--- src/btu_pkg.sv ---
package btu_pkg;
    localparam int NUM_BP = 4;
    localparam int IDX_W = 2;
    localparam logic [11:0] CSR_SELECT = 12'h07a0;
    localparam logic [11:0] CSR_CONTROL = 12'h07a1;
    localparam logic [11:0] CSR_ADDRESS = 12'h07a2;
    localparam logic [11:0] CSR_RESERVED = 12'h07a3;
    localparam logic [3:0] TYPE_BREAKPOINT = 4'h1;
    localparam logic [3:0] TYPE_NONE = 4'h0;
    localparam logic [7:0] ACTION_TRAP = 8'h00;
    localparam logic [3:0] MATCH_EXACT = 4'h0;
    localparam logic [3:0] MATCH_RANGE_TOP = 4'h1;
    localparam logic [3:0] MATCH_NAPOT = 4'h2;
    localparam logic [4:0] AMASK_MAX = 5'h1f;
    localparam logic [31:0] CAUSE_BREAKPOINT = 32'h0000_0003;
    localparam int TYPE_LSB = 28;
    localparam int AMASK_LSB = 23;
    localparam int ACTION_LSB = 11;
    localparam int MATCH_LSB = 7;
    localparam int PRIV_M_BIT = 6;
    localparam int PRIV_H_BIT = 5;
    localparam int PRIV_S_BIT = 4;
    localparam int PRIV_U_BIT = 3;
    localparam int ACC_R_BIT = 2;
    localparam int ACC_W_BIT = 1;
    localparam int ACC_X_BIT = 0;
    localparam logic [1:0] PRIV_U = 2'h0;
    localparam logic [1:0] PRIV_S = 2'h1;
    localparam logic [1:0] PRIV_H = 2'h2;
    localparam logic [1:0] PRIV_M = 2'h3;
    localparam logic [31:0] RESET_WORD = 32'h0000_0000;
endpackage

--- src/btu_match.sv ---
`timescale 1ns/1ps
`default_nettype none
// One address comparator: exact or unary power-of-two mask
module btu_match (
    input wire logic [31:0] addr_i,
    input wire logic [31:0] last_i,
    input wire logic [31:0] bp_addr_i,
    input wire logic napot_i,
    output logic hit_o
);
    logic [31:0] mask;
    logic hit_first;
    logic hit_last;
    logic hit_span;
    always_comb begin
        // Trailing ones plus the first zero drop out of the compare
        mask = 32'hffff_ffff;
        if (napot_i) begin
            mask = ~(bp_addr_i ^ (bp_addr_i + 32'h0000_0001));
        end
        hit_first = ((addr_i ^ bp_addr_i) & mask) == 32'h0000_0000;
        hit_last = ((last_i ^ bp_addr_i) & mask) == 32'h0000_0000;
        // Region is contiguous, so straddling it also means a byte inside
        hit_span = ((addr_i & mask) < (bp_addr_i & mask)) && ((last_i & mask) > (bp_addr_i & mask));
        hit_o = hit_first || hit_last || hit_span;
    end
endmodule // btu_match
`default_nettype wire

--- src/btu_unit.sv ---
`timescale 1ns/1ps
`default_nettype none
module btu_unit (
    input wire logic clk_i,
    input wire logic rstn_i,
    input wire logic ce_i,
    input wire logic csr_valid_i,
    input wire logic csr_write_i,
    input wire logic [11:0] csr_addr_i,
    input wire logic [31:0] csr_wdata_i,
    input wire logic csr_debug_mode_i,
    input wire logic acc_valid_i,
    input wire logic [31:0] acc_addr_i,
    input wire logic [2:0] acc_bytes_m1_i,
    input wire logic acc_load_i,
    input wire logic acc_store_i,
    input wire logic acc_fetch_i,
    input wire logic [1:0] acc_priv_i,
    output logic [31:0] csr_rdata_o,
    output logic csr_ready_o,
    output logic csr_illegal_o,
    output logic trap_valid_o,
    output logic trap_to_debug_o,
    output logic [31:0] trap_cause_o,
    output logic [31:0] trap_badaddr_o,
    output logic [btu_pkg::NUM_BP-1:0] bp_hit_o
);
    typedef struct packed {
        logic sel_mode;
        logic [btu_pkg::IDX_W-1:0] sel_idx;
        logic [btu_pkg::NUM_BP-1:0] dbg_owned;
        logic [btu_pkg::NUM_BP-1:0][3:0] kind;
        logic [btu_pkg::NUM_BP-1:0][3:0] priv_en;
        logic [btu_pkg::NUM_BP-1:0][2:0] acc_en;
        logic [btu_pkg::NUM_BP-1:0][31:0] baddr;
        logic [31:0] rdata;
        logic ready;
        logic illegal;
        logic trap;
        logic to_dbg;
        logic [31:0] cause;
        logic [31:0] badaddr;
        logic [btu_pkg::NUM_BP-1:0] hit;
    } btu_state_t;

    btu_state_t st;
    btu_state_t next_st;
    logic [31:0] last_addr;
    logic [btu_pkg::NUM_BP-1:0] raw_hit;
    logic [btu_pkg::NUM_BP-1:0] visible;
    logic [btu_pkg::NUM_BP-1:0] fire;

    assign last_addr = acc_addr_i + {{29{1'b0}}, acc_bytes_m1_i};

    // ----------------------------------------
    // Per-breakpoint comparators and qualifiers
    // ----------------------------------------
    genvar g;
    generate
        for (g = 0; g < btu_pkg::NUM_BP; g++) begin : g_bp
            logic [3:0] pv;
            logic legal_kind;
            logic pair_hit;
            logic cond_g;
            logic fire_g;
            // One driver per bit: each slot owns its own local result
            assign fire[g] = fire_g;
            btu_match u_match (
                .addr_i(acc_addr_i),
                .last_i(last_addr),
                .bp_addr_i(st.baddr[g]),
                .napot_i(st.kind[g] == btu_pkg::MATCH_NAPOT),
                .hit_o(raw_hit[g])
            );
            always_comb begin
                pv = st.priv_en[g];
                // Each set bit admits its own case; nothing set means no restriction
                cond_g = ((st.acc_en[g] == 3'h0)
                    || (st.acc_en[g][btu_pkg::ACC_R_BIT] && acc_load_i)
                    || (st.acc_en[g][btu_pkg::ACC_W_BIT] && acc_store_i)
                    || (st.acc_en[g][btu_pkg::ACC_X_BIT] && acc_fetch_i))
                    && ((pv == 4'h0)
                    || (pv[btu_pkg::PRIV_M_BIT-3] && acc_priv_i == btu_pkg::PRIV_M)
                    || (pv[btu_pkg::PRIV_H_BIT-3] && acc_priv_i == btu_pkg::PRIV_H)
                    || (pv[btu_pkg::PRIV_S_BIT-3] && acc_priv_i == btu_pkg::PRIV_S)
                    || (pv[btu_pkg::PRIV_U_BIT-3] && acc_priv_i == btu_pkg::PRIV_U));
                legal_kind = st.kind[g] <= btu_pkg::MATCH_NAPOT;
                pair_hit = 1'b0;
                if (g > 0) begin
                    // Lower holds first byte, this one holds one past last
                    pair_hit = (last_addr >= st.baddr[(g > 0) ? g - 1 : 0]) && (acc_addr_i < st.baddr[g]);
                end
                // Lower neighbour's control is not consulted for the pair
                if (st.kind[g] == btu_pkg::MATCH_RANGE_TOP) begin
                    fire_g = acc_valid_i && legal_kind && pair_hit && cond_g;
                end else begin
                    fire_g = acc_valid_i && legal_kind && raw_hit[g] && cond_g;
                end
            end
        end
    endgenerate

    // ----------------------------------------
    // Next state
    // ----------------------------------------
    always_comb begin
        logic [btu_pkg::IDX_W-1:0] i;
        logic data_acc;
        logic [3:0] wkind;
        next_st = st;
        i = st.sel_idx;
        data_acc = (csr_addr_i == btu_pkg::CSR_CONTROL) || (csr_addr_i == btu_pkg::CSR_ADDRESS)
            || (csr_addr_i == btu_pkg::CSR_RESERVED);
        wkind = csr_wdata_i[btu_pkg::MATCH_LSB +: 4];
        // Debug view is closed to machine code
        for (int k = 0; k < btu_pkg::NUM_BP; k++) begin
            visible[k] = csr_debug_mode_i || !st.dbg_owned[k];
        end
        next_st.ready = 1'b0;
        next_st.illegal = 1'b0;
        next_st.rdata = btu_pkg::RESET_WORD;
        if (csr_valid_i) begin
            next_st.ready = 1'b1;
            if (data_acc && !csr_debug_mode_i && !st.sel_mode) begin
                next_st.illegal = 1'b1;
            end else if (csr_addr_i == btu_pkg::CSR_SELECT) begin
                next_st.rdata = {st.sel_mode, {(31 - btu_pkg::IDX_W){1'b0}}, st.sel_idx};
                if (csr_write_i) begin
                    // Only debug code may pick the debug view
                    next_st.sel_mode = csr_wdata_i[31] || !csr_debug_mode_i;
                    // Unimplemented upper index bits are simply not stored
                    next_st.sel_idx = csr_wdata_i[btu_pkg::IDX_W-1:0];
                end
            end else if (csr_addr_i == btu_pkg::CSR_CONTROL) begin
                if (visible[i]) begin
                    next_st.rdata[btu_pkg::TYPE_LSB +: 4] = btu_pkg::TYPE_BREAKPOINT;
                    next_st.rdata[btu_pkg::AMASK_LSB +: 5] = btu_pkg::AMASK_MAX;
                    next_st.rdata[btu_pkg::ACTION_LSB +: 8] = btu_pkg::ACTION_TRAP;
                    next_st.rdata[btu_pkg::MATCH_LSB +: 4] = st.kind[i];
                    next_st.rdata[btu_pkg::PRIV_U_BIT +: 4] = st.priv_en[i];
                    next_st.rdata[btu_pkg::ACC_X_BIT +: 3] = st.acc_en[i];
                end
                if (csr_write_i && visible[i]) begin
                    // Reserved codes fall back to exact rather than stick
                    next_st.kind[i] = (wkind <= btu_pkg::MATCH_NAPOT) ? wkind : btu_pkg::MATCH_EXACT;
                    if (i == '0) begin
                        next_st.kind[i][0] = 1'b0;
                    end
                    next_st.priv_en[i] = csr_wdata_i[btu_pkg::PRIV_U_BIT +: 4];
                    next_st.acc_en[i] = csr_wdata_i[btu_pkg::ACC_X_BIT +: 3];
                    // Claiming from the debug view hides it from machine code
                    next_st.dbg_owned[i] = !st.sel_mode;
                end
            end else if (csr_addr_i == btu_pkg::CSR_ADDRESS) begin
                if (visible[i]) begin
                    next_st.rdata = st.baddr[i];
                end
                if (csr_write_i && visible[i]) begin
                    next_st.baddr[i] = csr_wdata_i;
                end
            end
        end
        // Lowest numbered firing breakpoint owns the trap
        next_st.trap = 1'b0;
        next_st.to_dbg = 1'b0;
        next_st.cause = btu_pkg::RESET_WORD;
        next_st.badaddr = btu_pkg::RESET_WORD;
        next_st.hit = fire;
        for (int k = btu_pkg::NUM_BP - 1; k >= 0; k--) begin
            // A hidden breakpoint still fires for its debug owner
            if (fire[k]) begin
                next_st.trap = 1'b1;
                next_st.to_dbg = st.dbg_owned[k];
                if (st.dbg_owned[k]) begin
                    next_st.cause = btu_pkg::RESET_WORD;
                    next_st.badaddr = btu_pkg::RESET_WORD;
                end else begin
                    next_st.cause = btu_pkg::CAUSE_BREAKPOINT;
                    next_st.badaddr = acc_addr_i;
                end
            end
        end
    end

    // ----------------------------------------
    // State register
    // ----------------------------------------
    always_ff @(posedge clk_i or negedge rstn_i) begin
        if (!rstn_i) begin
            st <= '0;
            st.sel_mode <= 1'b1;
        end else if (ce_i) begin
            st <= next_st;
        end
    end

    assign csr_rdata_o = st.rdata;
    assign csr_ready_o = st.ready;
    assign csr_illegal_o = st.illegal;
    assign trap_valid_o = st.trap;
    assign trap_to_debug_o = st.to_dbg;
    assign trap_cause_o = st.cause;
    assign trap_badaddr_o = st.badaddr;
    assign bp_hit_o = st.hit;
endmodule // btu_unit
`default_nettype wire

--- config.mk ---
export PLATFORM = sky130hd
export DESIGN_NAME = btu_unit
export DESIGN_NICKNAME = d
export VERILOG_FILES = /design/src/btu_pkg.sv /design/src/btu_match.sv /design/src/btu_unit.sv
export SDC_FILE = /design/constraint.sdc
export NUM_CORES = 1
export LEC_CHECK = 0
export BUFFER_PORTS_ARGS = -buffer_cell sky130_fd_sc_hd__buf_2
export CAP_MARGIN = 20
export CORE_AREA = 2 2 271 273
export DETAILED_ROUTE_END_ITERATION = 12
export DIE_AREA = 0 0 273 275
export GPL_TIMING_DRIVEN = 0
export PLACE_DENSITY = 0.63
export SYNTH_ARGS = -nofsm -noshare
export SYNTH_HDL_FRONTEND = slang
export SYNTH_SLANG_ARGS = --single-unit
--- constraint.sdc ---
create_clock -name clk_i -period 9.6 [get_ports clk_i]
set_input_delay 0 -clock clk_i [delete_from_list [all_inputs] [get_ports clk_i]]
set_output_delay 0 -clock clk_i [all_outputs]
set_load 0.02 [all_outputs]
# [Word level (Yosys, flattened, before mapping)]
# Index checks and enable logic that the tools add are counted.
# Widths: inputs -> output; s select.
[op_classes] n_addsub=5 reduce_logical=131 n_bitwise=41 mux=55 n_eq_ne=15 n_lt_le_gt_ge=21
[op_table] operator="$and 32x32->32" n=20
[op_table] operator="$xor 32x32->32" n=12
[op_table] operator="$mux 32" n=9
[op_table] operator="$mux 66" n=4
[op_table] operator="$logic_not 32->1" n=8
[op_table] operator="$lt 32x32->1" n=7
[op_table] operator="$mux 34" n=5
[op_table] operator="$mux 160" n=1
[op_table] operator="$add 32x1->32 const B" n=4
[op_table] operator="$bwmux 128" n=1
[op_table] operator="$gt 32x32->1" n=4
[op_table] operator="$mux 128" n=1
[op_table] operator="$not 32->32" n=4
[op_table] operator="$ge 32x32->1" n=3
[op_table] operator="$bmux 32 s2" n=1
[op_table] operator="$demux 32 s2" n=1
[op_table] operator="$logic_and 1x1->1" n=61
[op_table] operator="$eq 12x11->1 const B" n=4
[op_table] operator="$logic_or 1x1->1" n=43
[op_table] operator="$add 32x3->32" n=1
[op_table] operator="$bwmux 16" n=2
[op_table] operator="$le 4x2->1 const B" n=5
[op_table] operator="$mux 4" n=5
[op_table] operator="$mux 19" n=1
[op_table] operator="other kinds (30)" n=61
[word_totals] inputBits=91 ff_bits=283

# [Depth between registers and ports, before layout]
# Gate-level depths: netlist of run 1.
[logic_depth] ltp_word=15 ltp_mapped=21 depth_no_buf=19

# [By module]
# Synthesis of run 1 repeated with hierarchy kept, for this count alone.
[hier_totals] cells_unflattened=3583 hier_area_um2=31237.5
[modules_own_cells] module="btu_unit" seq_area_each_um2=6307.3 n_inst=1 cells_per_inst=1745 area_each_um2=17989.8
[modules_own_cells] module="btu_match (g_bp[0].u_match ...)" seq_area_each_um2=0.0 n_inst=3 cells_per_inst=458 area_each_um2=3300.7
[modules_own_cells] module="btu_match (g_bp[2].u_match)" seq_area_each_um2=0.0 n_inst=1 cells_per_inst=464 area_each_um2=3345.7

# [Least setup slack after synthesis of run 1]
# No wires, ideal clock.
[synth_path] path_kind="register to register" startpoint="register st[271] (netlist bit)" endpoint="register st (netlist bit trap_cause_o[0])" arrival_time_ps=4499 required_ps=9473 path_stages_with_launch=20 synth_period_minus_slack_ps=4626 path_buffers=2 path_slack_ps=4974 setup_ps=127 path_cell_list="dfrtp_1 -> or4b_1 -> buf_2 -> or4_4 -> nor4_4 -> nor2b_1 -> nor2_1 -> ha_1 -> nand2_1 -> or3_1 -> nor4_1 -> o21ai_0 -> nand4_1 -> nand4_1 -> o31a_1 -> a211oi_2 -> nor3b_2 -> o31ai_4 -> buf_4 -> nand3b_1"
[synth_between] elab_chain_len=12 elab_cells_between_ends=25 cone_classes="3 x order compare; 2 x eq/ne; 5 x mux; 5 x bitwise; 10 x reduce/logical"
[synth_rtl] element="from (decl)" line_no="btu_unit.sv:46" text="btu_state_t st;"
[synth_rtl] element="from (signal assigned)" line_no="btu_unit.sv:193" text="st <= next_st;"
[synth_rtl] element="$eq 4x2->1" line_no="btu_unit.sv:72" text=".napot_i(st.kind[g] == btu_pkg::MATCH_NAPOT),"
[synth_rtl] element="$mux 32" line_no="btu_match.sv:18" text="if (napot_i) begin"
[synth_rtl] element="$and 32x32->32 (on tied branches)" line_no="btu_match.sv:24, btu_match.sv:21, btu_match.sv:22"
[synth_rtl] element="$lt 32x32->1 (tied with other cells)" line_no="btu_match.sv:24" text="hit_span = ((addr_i & mask) < (bp_addr_i & mask)) && ((last_i & mask) > (bp_addr_i & mask));"
[synth_rtl] element="$logic_and 1x1->1 / $logic_or 1x1->1 (equally long branches)" line_no="btu_match.sv:24, btu_match.sv:25"
[synth_rtl] element="$logic_or 1x1->1" line_no="btu_match.sv:25" text="hit_o = hit_first || hit_last || hit_span;"
[synth_rtl] element="$logic_and 1x1->1 (2 in a row)" line_no="btu_unit.sv:97" text="fire_g = acc_valid_i && legal_kind && raw_hit[g] && cond_g;"
[synth_rtl] element="$mux 1 *" line_no="btu_unit.sv:94" text="if (st.kind[g] == btu_pkg::MATCH_RANGE_TOP) begin"
[synth_rtl] element="$mux 66 * (3 in a row)" line_no="btu_unit.sv:171" text="if (fire[k]) begin"
# Mark *: on every way between the ends. The rest lies on a longest branch, timed or not.
# A chain may end at the register's enable or synchronous reset.

# [Final worst setup path of run 1]
[layout_path] startpoint="input acc_addr_i[2]" endpoint="register st (netlist bit trap_badaddr_o[25])"
[layout_between] elab_chain_len=13 elab_cells_between_ends=84 cone_classes="1 x add/sub; 14 x order compare; 8 x mux; 24 x bitwise; 37 x reduce/logical"
[layout_rtl] element="from (decl)" line_no="btu_unit.sv:13" text="input wire logic [31:0] acc_addr_i,"
[layout_rtl] element="branches (longest 12 deep; another with $add 32x3->32)"
[layout_rtl] element="$mux 66 *" line_no="btu_unit.sv:171"
# Every way passes the cells marked *.

==> results of run 1 <==
[critical path, stage by stage]
cell and delay (ns):
dlygate4sd3_1 0.53, buf_2 0.23, ha_1 0.41, nand3_1 0.26, a2111oi_4 0.89, nand2_1 0.19
xnor2_1 1.01, nor2_1 0.13, ha_1 0.34, and3_1 0.22, nand4_1 0.34, nor4_1 0.71
o21ai_0 0.60, nand4_1 0.26, nand4_1 0.14, o31a_1 0.18, a211oi_2 0.71, nor3b_2 0.13
o31ai_4 0.90, buf_4 0.36, o21ai_1 0.09
[worst min path at each step]
stage / to / depth (start not counted)
2_1_floorplan: async pin / 0
3_3_place_gp: csr_ready_o / 3
3_5_place_dp: st[228] / 1
4_1_cts: csr_rdata_o[31] / 5
5_1_grt: csr_rdata_o[18] / 2
6_report: trap_badaddr_o[10] / 2
[kinds of logic (layout without fill, tap and decap cells)]
group           Yosys count  after routing  share of synthesized area
fa+ha+maj               462            462                      0.202
buf+inv                 429            754                     0.0705
simple gates           1138           1138                      0.204
xor+xnor                 97             97                     0.0302
compound gates          866            866                      0.198
other cells               1             31                   0.000131
flops                   252            252                      0.220
mux                     144            144                     0.0743
[cell usage after synthesis (46+ instances only)]
| library cell | number |
|---|---|
| a21o_1 | 108 |
| a21oi_1 | 191 |
| a22oi_1 | 51 |
| a31oi_1 | 46 |
| buf_4 | 103 |
| clkbuf_1 | 84 |
| dfrtp_1 | 251 |
| ha_1 | 461 |
| inv_1 | 215 |
| mux2_2 | 98 |
| nand2_1 | 262 |
| nand2b_1 | 59 |
| nand3_1 | 80 |
| nand4_1 | 119 |
| nor2_1 | 302 |
| nor3_1 | 78 |
| nor4_1 | 46 |
| o21ai_0 | 180 |
| xnor2_1 | 72 |
[layer usage]
| metal | vias to the layer above | wire [um] | GRT usage |
|---|---|---|---|
| li1 | 13200 | - | - |
| met1 | 14200 | 60300 | 0.491 |
| met2 | 1347 | 62500 | 0.583 |
| met3 | 359 | 11000 | 0.0702 |
| met4 | 4 | 10600 | 0.239 |
| met5 | - | 30 | 0 |
[through the flow]
stage / setup slack [ns] / power (mW)
floorplan: 4.97 / 1.45
global placement: 0.272 / 1.73
detailed placement: 0.728 / 1.73
CTS: 1.26 / 3.23
global route: 1.49 / 3.34
finish: 1.35 / 3.23
[power breakdown]
part,total (mW),switching (mW),internal [mW],leakage (nW)
combinational,0.670,0.434,0.235,12.1
sequential,1.08,0.00644,1.07,3.17
clock,1.48,0.598,0.886,0.616
[layout make-up]
| type | count | area, um2 | area share |
|---|---|---|---|
| multi-input combinational | 2737 | 20400 | 0.619 |
| timing repair buffer | 261 | 1810 | 0.0548 |
| sequential | 252 | 6310 | 0.191 |
| buffer | 211 | 1200 | 0.0363 |
| inverter | 218 | 818 | 0.0248 |
| clock buffer | 44 | 1010 | 0.0307 |
| antenna | 1 | 2.50 | 0.0000758 |
| tap | 959 | 1200 | 0.0363 |
| clock inverter | 20 | 246 | 0.00746 |
[sequential cells by signal, indices dropped and copies added (netlist names), named ones only]
name	flops
trap_cause_o	1
csr_rdata_o	32
csr_illegal_o	1
trap_badaddr_o	32
trap_valid_o	1
st	161
g_bp.pv	16
csr_ready_o	1
trap_to_debug_o	1
bp_hit_o	4
==> out/metrics.csv, run 1 <==
stage,metric,value,unit
clock_tree,numCtsBuffers,36,
worst_setup_path,r2r_cells,17,
pwr,peakVddDrop,108,uV
timing,final_period_minus_worst_setup_slack,8.25,ns
synthesis,yosysTopAreaCellShare,0.220,
worst_setup_path,worst-path-max-fanout,10,
route,detail_route.wirelength,144000,um
timing,fin_skew,0.0322,ns
global_routing,grt_antenna_before_repair,5,
final_layout,layout.core_utilization,0.456,
route,num_vias,29200,
clock_tree,cts_buffer_depth,3,
timing,achievable-frequency,121,MHz
route,drc,0,
timing,maxSlewViolCount,0,
clock_tree,cts.repair.resized,0,
placed_design,dpl.cell_count,4567,
worst_setup_path,crit_path_dat,8.68,ns
pwr,pwr_density_cell,97.9,mW/mm2
worst_setup_path,timing.setup.critical_path_class,input pin to register,
clock_tree,cts_tree,yes,
placed_design,place.port_buffers,163,
worst_setup_path,critical_path.endpoint_type,register,
synthesis,number_of_synthesized_register_bits,252,
worst_setup_path,cp_launch_point,acc_addr_i[2],
synthesis,synth_enable_flop_cells,0,
final_layout,layout.cells.most_common,ha_1,
global_routing,largest_net_degree_at_the_start_of_global_routing,101,
route,drt_iter0_drc,2991,
route,detail-route-antenna-nets,0,
clock_tree,clk_transition_reported_paths,0.07,ns
worst_setup_path,worst-r2r-setup-slack,1.46,ns
worst_setup_path,reg2reg_from,st[271],
placed_design,detailedPlacementHpwl,121000,um
global_routing,gr-usage-all-layers,0.379,
timing,holdWs,0.0137,ns
final_layout,nets,4270,
clock_tree,holdBufCountCts,65,
worst_setup_path,required,10.03,ns
clock_tree,clockRootBuffer,clkbuf_16,
clock_tree,post-cts-setup-buffer-count,0,
synthesis,synthDistinctLibCells,91,
final_layout,number_of_inserted_filler_cells_in_the_final_layout,7431,
placed_design,placement.cell_area,0.0311,mm2
floorplan,core_area,0.0723,mm2
timing,worst_slew_pin_slew,1.26,ns
timing,grt_setup_unrepaired,false,
synthesis,mappedNetlistArea,0.0286,mm2
pwr,p_leak,15.9,nW
min_path,hold_path_class,input pin to async pin,
global_routing,wire_length_of_the_first_global_routing_pass,203000,um
route,routedWlPerCell,30.7,um
global_routing,grt_pass1_vias,27700,
synthesis,syn_avg_cell_area,8.44,um2
synthesis,async_reset_ff_frac,1.00,
worst_setup_path,timing.critical_path.to,trap_badaddr_o[25],
global_routing,overflow,0,
route,first_pass_iters,6,
floorplan,dieHeight,275,um
synthesis,synth.yosys.seq_area_share,0.220,
final_layout,layout-drive-gt1-share,0.149,
route,via_density_per_instance,6.20,
floorplan,fp.dieW,273,um
clock_tree,cts_htree_levels,2,
final_layout,fin_area,0.0330,mm2
clock_tree,worstSkewPairLatency,0.60,ns
timing,finalCritPeriodShare,0.859,
job,drv_cap,0,
synthesis,synth.yosys.warnings,0,
placed_design,gpl.final_weighted_congestion,1.03,
timing,maxSlewHeadroom,0.152,
floorplan,core.rowCount,99,
final_layout,layout_overhead_on_the_synthesized_area,15.4,%
status,status,completed,
timing,finalSetupViolCount,0,
clock_tree,tritoncts_num_sinks,252,
final_layout,mostFrequentLayoutCells,"461 x ha_1, 300 x nor2_1, 262 x nand2_1, 251 x dfrtp_1, 215 x inv_1",
synthesis,synth_flop_cell,dfrtp_1,
floorplan,ioPinCount,195,
timing,fin_setup_tns,0,ns
synthesis,yosys-top-cells-area,"dfrtp_1 22%, ha_1 20%, nor2_1 4.0%, mux2_2 3.9%, mux4_2 3.5%",
final_layout,final_cell_count_no_fill,4703,
timing,final-hold-violation-count,0,
synthesis,number_of_instances_in_the_synthesized_netlist,3389,
floorplan,initial_utilization,0.396,
synthesis,synth_top_cell_by_area,dfrtp_1,
worst_setup_path,critical_path.reg2reg.endpoint,trap_badaddr_o[25],
worst_setup_path,timing.critical_path.from_type,input pin,
floorplan,die_area,0.0751,mm2
Power figures use the tool's default switching activity.
==> run 2: changes to the inputs <==
--- a/config.mk
+++ b/config.mk
@@ -5,11 +5,13 @@
 export SDC_FILE = /design/constraint.sdc
 export NUM_CORES = 1
 export LEC_CHECK = 0
+export ABC_AREA = 1
 export BUFFER_PORTS_ARGS = -buffer_cell sky130_fd_sc_hd__buf_2
 export CAP_MARGIN = 20
-export CORE_AREA = 2 2 271 273
+export CORE_AREA = 2 2 284 286
+export CTS_BUF_LIST = sky130_fd_sc_hd__clkbuf_4
 export DETAILED_ROUTE_END_ITERATION = 12
-export DIE_AREA = 0 0 273 275
+export DIE_AREA = 0 0 286 288
 export GPL_TIMING_DRIVEN = 0
 export PLACE_DENSITY = 0.63
 export SYNTH_ARGS = -nofsm -noshare
==> run 2 against run 1 <==
Net effect: area after synthesis grew 9.7%; total power shrank 8.5%; clock power is 28% lower; clock skew increased by 0.035 ns; first-iteration DRC count grew 42%; flip-flop and latch count unchanged; fmax increased by 37%; synthesized cell count is 45% higher; via count rose by 22%; register-to-register slack better by 2.1 ns; global-route usage grew 0.10 points; count of clock-buffer cells in the layout rose by 54; critical path type is now register to register.
==> out/metrics.csv, run 2 <==
stage,metric,value,unit
worst_setup_path,cp_launch_point,st[104],
timing,maxSlewHeadroom,0.184,
pwr,p_leak,17.7,nW
timing,final-hold-violation-count,0,
synthesis,yosysTopAreaCellShare,0.200,
global_routing,grt_antenna_before_repair,11,
floorplan,core.rowCount,104,
placed_design,place.port_buffers,162,
synthesis,number_of_synthesized_register_bits,252,
final_layout,layout_overhead_on_the_synthesized_area,13.7,%
final_layout,mostFrequentLayoutCells,"1348 x nand2_1, 681 x inv_1, 547 x nor2_1, 461 x ha_1, 320 x o21ai_0",
worst_setup_path,required,10.28,ns
synthesis,dominant_cell_by_count_in_the_synthesized_netlist,nand2_1,
clock_tree,clockRootBuffer,clkbuf_4,
floorplan,ioPinCount,195,
synthesis,synth_top_cell_by_area,dfrtp_1,
synthesis,synthDistinctLibCells,70,
job,drv_cap,0,
route,first_pass_iters,8,
clock_tree,cts.repair.resized,0,
placed_design,dpl.cell_count,6156,
timing,holdWs,0.0467,ns
min_path,hold_path_class,input pin to register,
final_layout,largest_reg_flops,161,
synthesis,number_of_instances_in_the_synthesized_netlist,4899,
floorplan,core_area,0.0796,mm2
status,status,completed,
timing,finalSetupViolCount,0,
final_layout,top_reg_by_flops,st,
global_routing,gr-usage-all-layers,0.380,
placed_design,detailedPlacementHpwl,135000,um
pwr,peakVddDrop,95.7,uV
global_routing,wire_length_of_the_first_global_routing_pass,224000,um
route,drc,0,
floorplan,dieHeight,288,um
timing,achievable-frequency,166,MHz
route,routedWlPerCell,25.1,um
min_path,hold_path.startpoint,csr_wdata_i[13],
timing,finalCritPeriodShare,0.628,
worst_setup_path,timing.critical_path.from_type,register,
timing,worst_slew_pin_slew,1.22,ns
synthesis,synth_enable_flop_cells,0,
synthesis,synth_flop_cell,dfrtp_1,
synthesis,syn_avg_cell_area,6.41,um2
worst_setup_path,critical_path.endpoint_type,register,
worst_setup_path,reg2reg_from,st[104],
worst_setup_path,cp_cell_sequence,nand3_2 -> nor3_4 -> nand2_4 -> nor2_8 -> inv_1 -> nor2_1 -> nor2_1 -> ha_1 -> nand2_1 -> nor3_1 -> o21ai_0 -> o211ai_1 -> nand2_1 -> a21oi_1 -> nand2_1 -> nand3_2 -> nand2_2 -> nand2_4 -> nand2_4 -> buf_12 -> nand2_4 -> nand2_2,
route,detail_route.wirelength,160000,um
worst_setup_path,timing.setup.critical_path_class,register to register,
final_layout,final_cell_count_no_fill,6385,
synthesis,yosys-top-cells-area,"dfrtp_1 20%, ha_1 18%, nand2_1 16%, inv_1 8.1%, nor2_1 6.5%",
worst_setup_path,worst-path-max-fanout,10,
pwr,pwr_density_cell,82.9,mW/mm2
synthesis,mappedNetlistArea,0.0314,mm2
synthesis,synth.yosys.warnings,0,
clock_tree,cts_buffer_depth,3,
floorplan,initial_utilization,0.394,
clock_tree,clk_transition_reported_paths,0.07,ns
clock_tree,numCtsBuffers,73,
worst_setup_path,critPathMaxStageDelay,0.84,ns
clock_tree,worstSkewPairLatency,0.85,ns
timing,grt_setup_unrepaired,false,
route,detail-route-antenna-nets,0,
timing,maxSlewViolCount,0,
worst_setup_path,timing.critical_path.mode_cell,nand2_4,
worst_setup_path,cpMaxStageDelayCell,nor3_1,
clock_tree,cts_htree_levels,3,
floorplan,die_area,0.0824,mm2
final_layout,layout-drive-gt1-share,0.113,
worst_setup_path,crit_path_dat,6.72,ns
global_routing,grt_pass1_vias,33500,
placed_design,gpl.final_weighted_congestion,1.04,
synthesis,synth.yosys.seq_area_share,0.201,
final_layout,layout.core_utilization,0.448,
timing,fin_skew,0.0671,ns
final_layout,number_of_inserted_filler_cells_in_the_final_layout,8715,
synthesis,synth.top_cells.by_count,"1348 x nand2_1, 681 x inv_1, 547 x nor2_1",
global_routing,overflow,0,
final_layout,nets,5822,
clock_tree,cts_tree,yes,
synthesis,async_reset_ff_frac,1.00,
global_routing,largest_net_degree_at_the_start_of_global_routing,100,
route,via_density_per_instance,5.59,
timing,final_period_minus_worst_setup_slack,6.03,ns
route,num_vias,35700,
timing,fin_setup_tns,0,ns
final_layout,layout.cells.most_common,nand2_1,
route,drt_iter0_drc,4262,
clock_tree,tritoncts_num_sinks,252,
floorplan,fp.dieW,286,um
[run 2: cell types whose count changed in the layout (fill, tap and decap cells not counted), sizes merged, moves of 45 or more]
| cell | change |
|---|---|
| inv | +486 |
| mux4 | -45 |
| a21oi | +65 |
| nand3 | +145 |
| a21o | -107 |
| mux2 | -98 |
| nand2 | +1172 |
| nand2b | -59 |
| nor2 | +288 |
| xnor2 | -71 |
| nor4 | -46 |
| a22oi | -47 |
| o21ai | +123 |
[run 2: layout make-up]
type | count | area [um2] | share of cell area
antenna | 8 | 20.0 | 0.000561
buffer | 204 | 1270 | 0.0357
clock buffer | 98 | 736 | 0.0206
clock inverter | 25 | 168 | 0.00470
inverter | 703 | 2640 | 0.0740
multi-input combinational | 3769 | 21300 | 0.596
sequential | 252 | 6310 | 0.177
tap | 1060 | 1330 | 0.0372
timing repair buffer | 266 | 1930 | 0.0541
[run 2: where the power goes]
group          switching (mW)  internal (mW)
Sequential            0.00884           1.08
Clock                   0.534          0.528
Combinational           0.524          0.285
[run 2: stage by stage]
step,power [mW],instance area (um2),worst slack [ns]
finish,2.96,35700,3.57
global route,3.11,35700,3.49
CTS,2.96,35700,3.75
detailed placement,1.86,33800,3.69
global placement,1.85,33600,3.34
floorplan,1.59,31500,5.99
[run 2: repair_timing]
action,in CTS,in global routing
hold endpoints to repair,374,0
hold buffers,98,0
setup buffers,0,0
[run 2: critical path: cells and delay by family (launching register included)]
family                     cells  cell delay, ns
and+or+nand+nor               16            3.44
AOI/OAI and AO/OA              3            1.01
DFF                            1            0.73
buffers and inverters          2            0.35
adders and majority gates      1            0.30
[run 2: routing by layer]
metal | up-vias | global-route usage | routed length (um)
li1 | 16800 | - | -
met1 | 16800 | 0.480 | 64200
met2 | 1762 | 0.598 | 70000
met3 | 419 | 0.0601 | 14000
met4 | 4 | 0.253 | 12100
met5 | - | 0 | 27
[run 2: kinds of logic after synthesis]
group           synth area share
simple gates               0.340
buf+inv                    0.125
compound gates             0.147
fa+ha+maj                  0.184
flops                      0.201
xor+xnor                 0.00251
other cells             0.000119
mux                     0.000319
[run 2: worst paths after layout]
path                                           end  slack [ns]  cells past startpoint
worst max-delay path            trap_badaddr_o[21]        3.57                     22
worst min-delay path                       st[181]        0.05                      4
worst max register to register  trap_badaddr_o[21]        3.57                     22
worst min register to register       g_bp[2].pv[1]        0.48                      2
max in group asynchronous                  st[282]        8.24                      5
min in group asynchronous        trap_badaddr_o[7]        0.24                      4
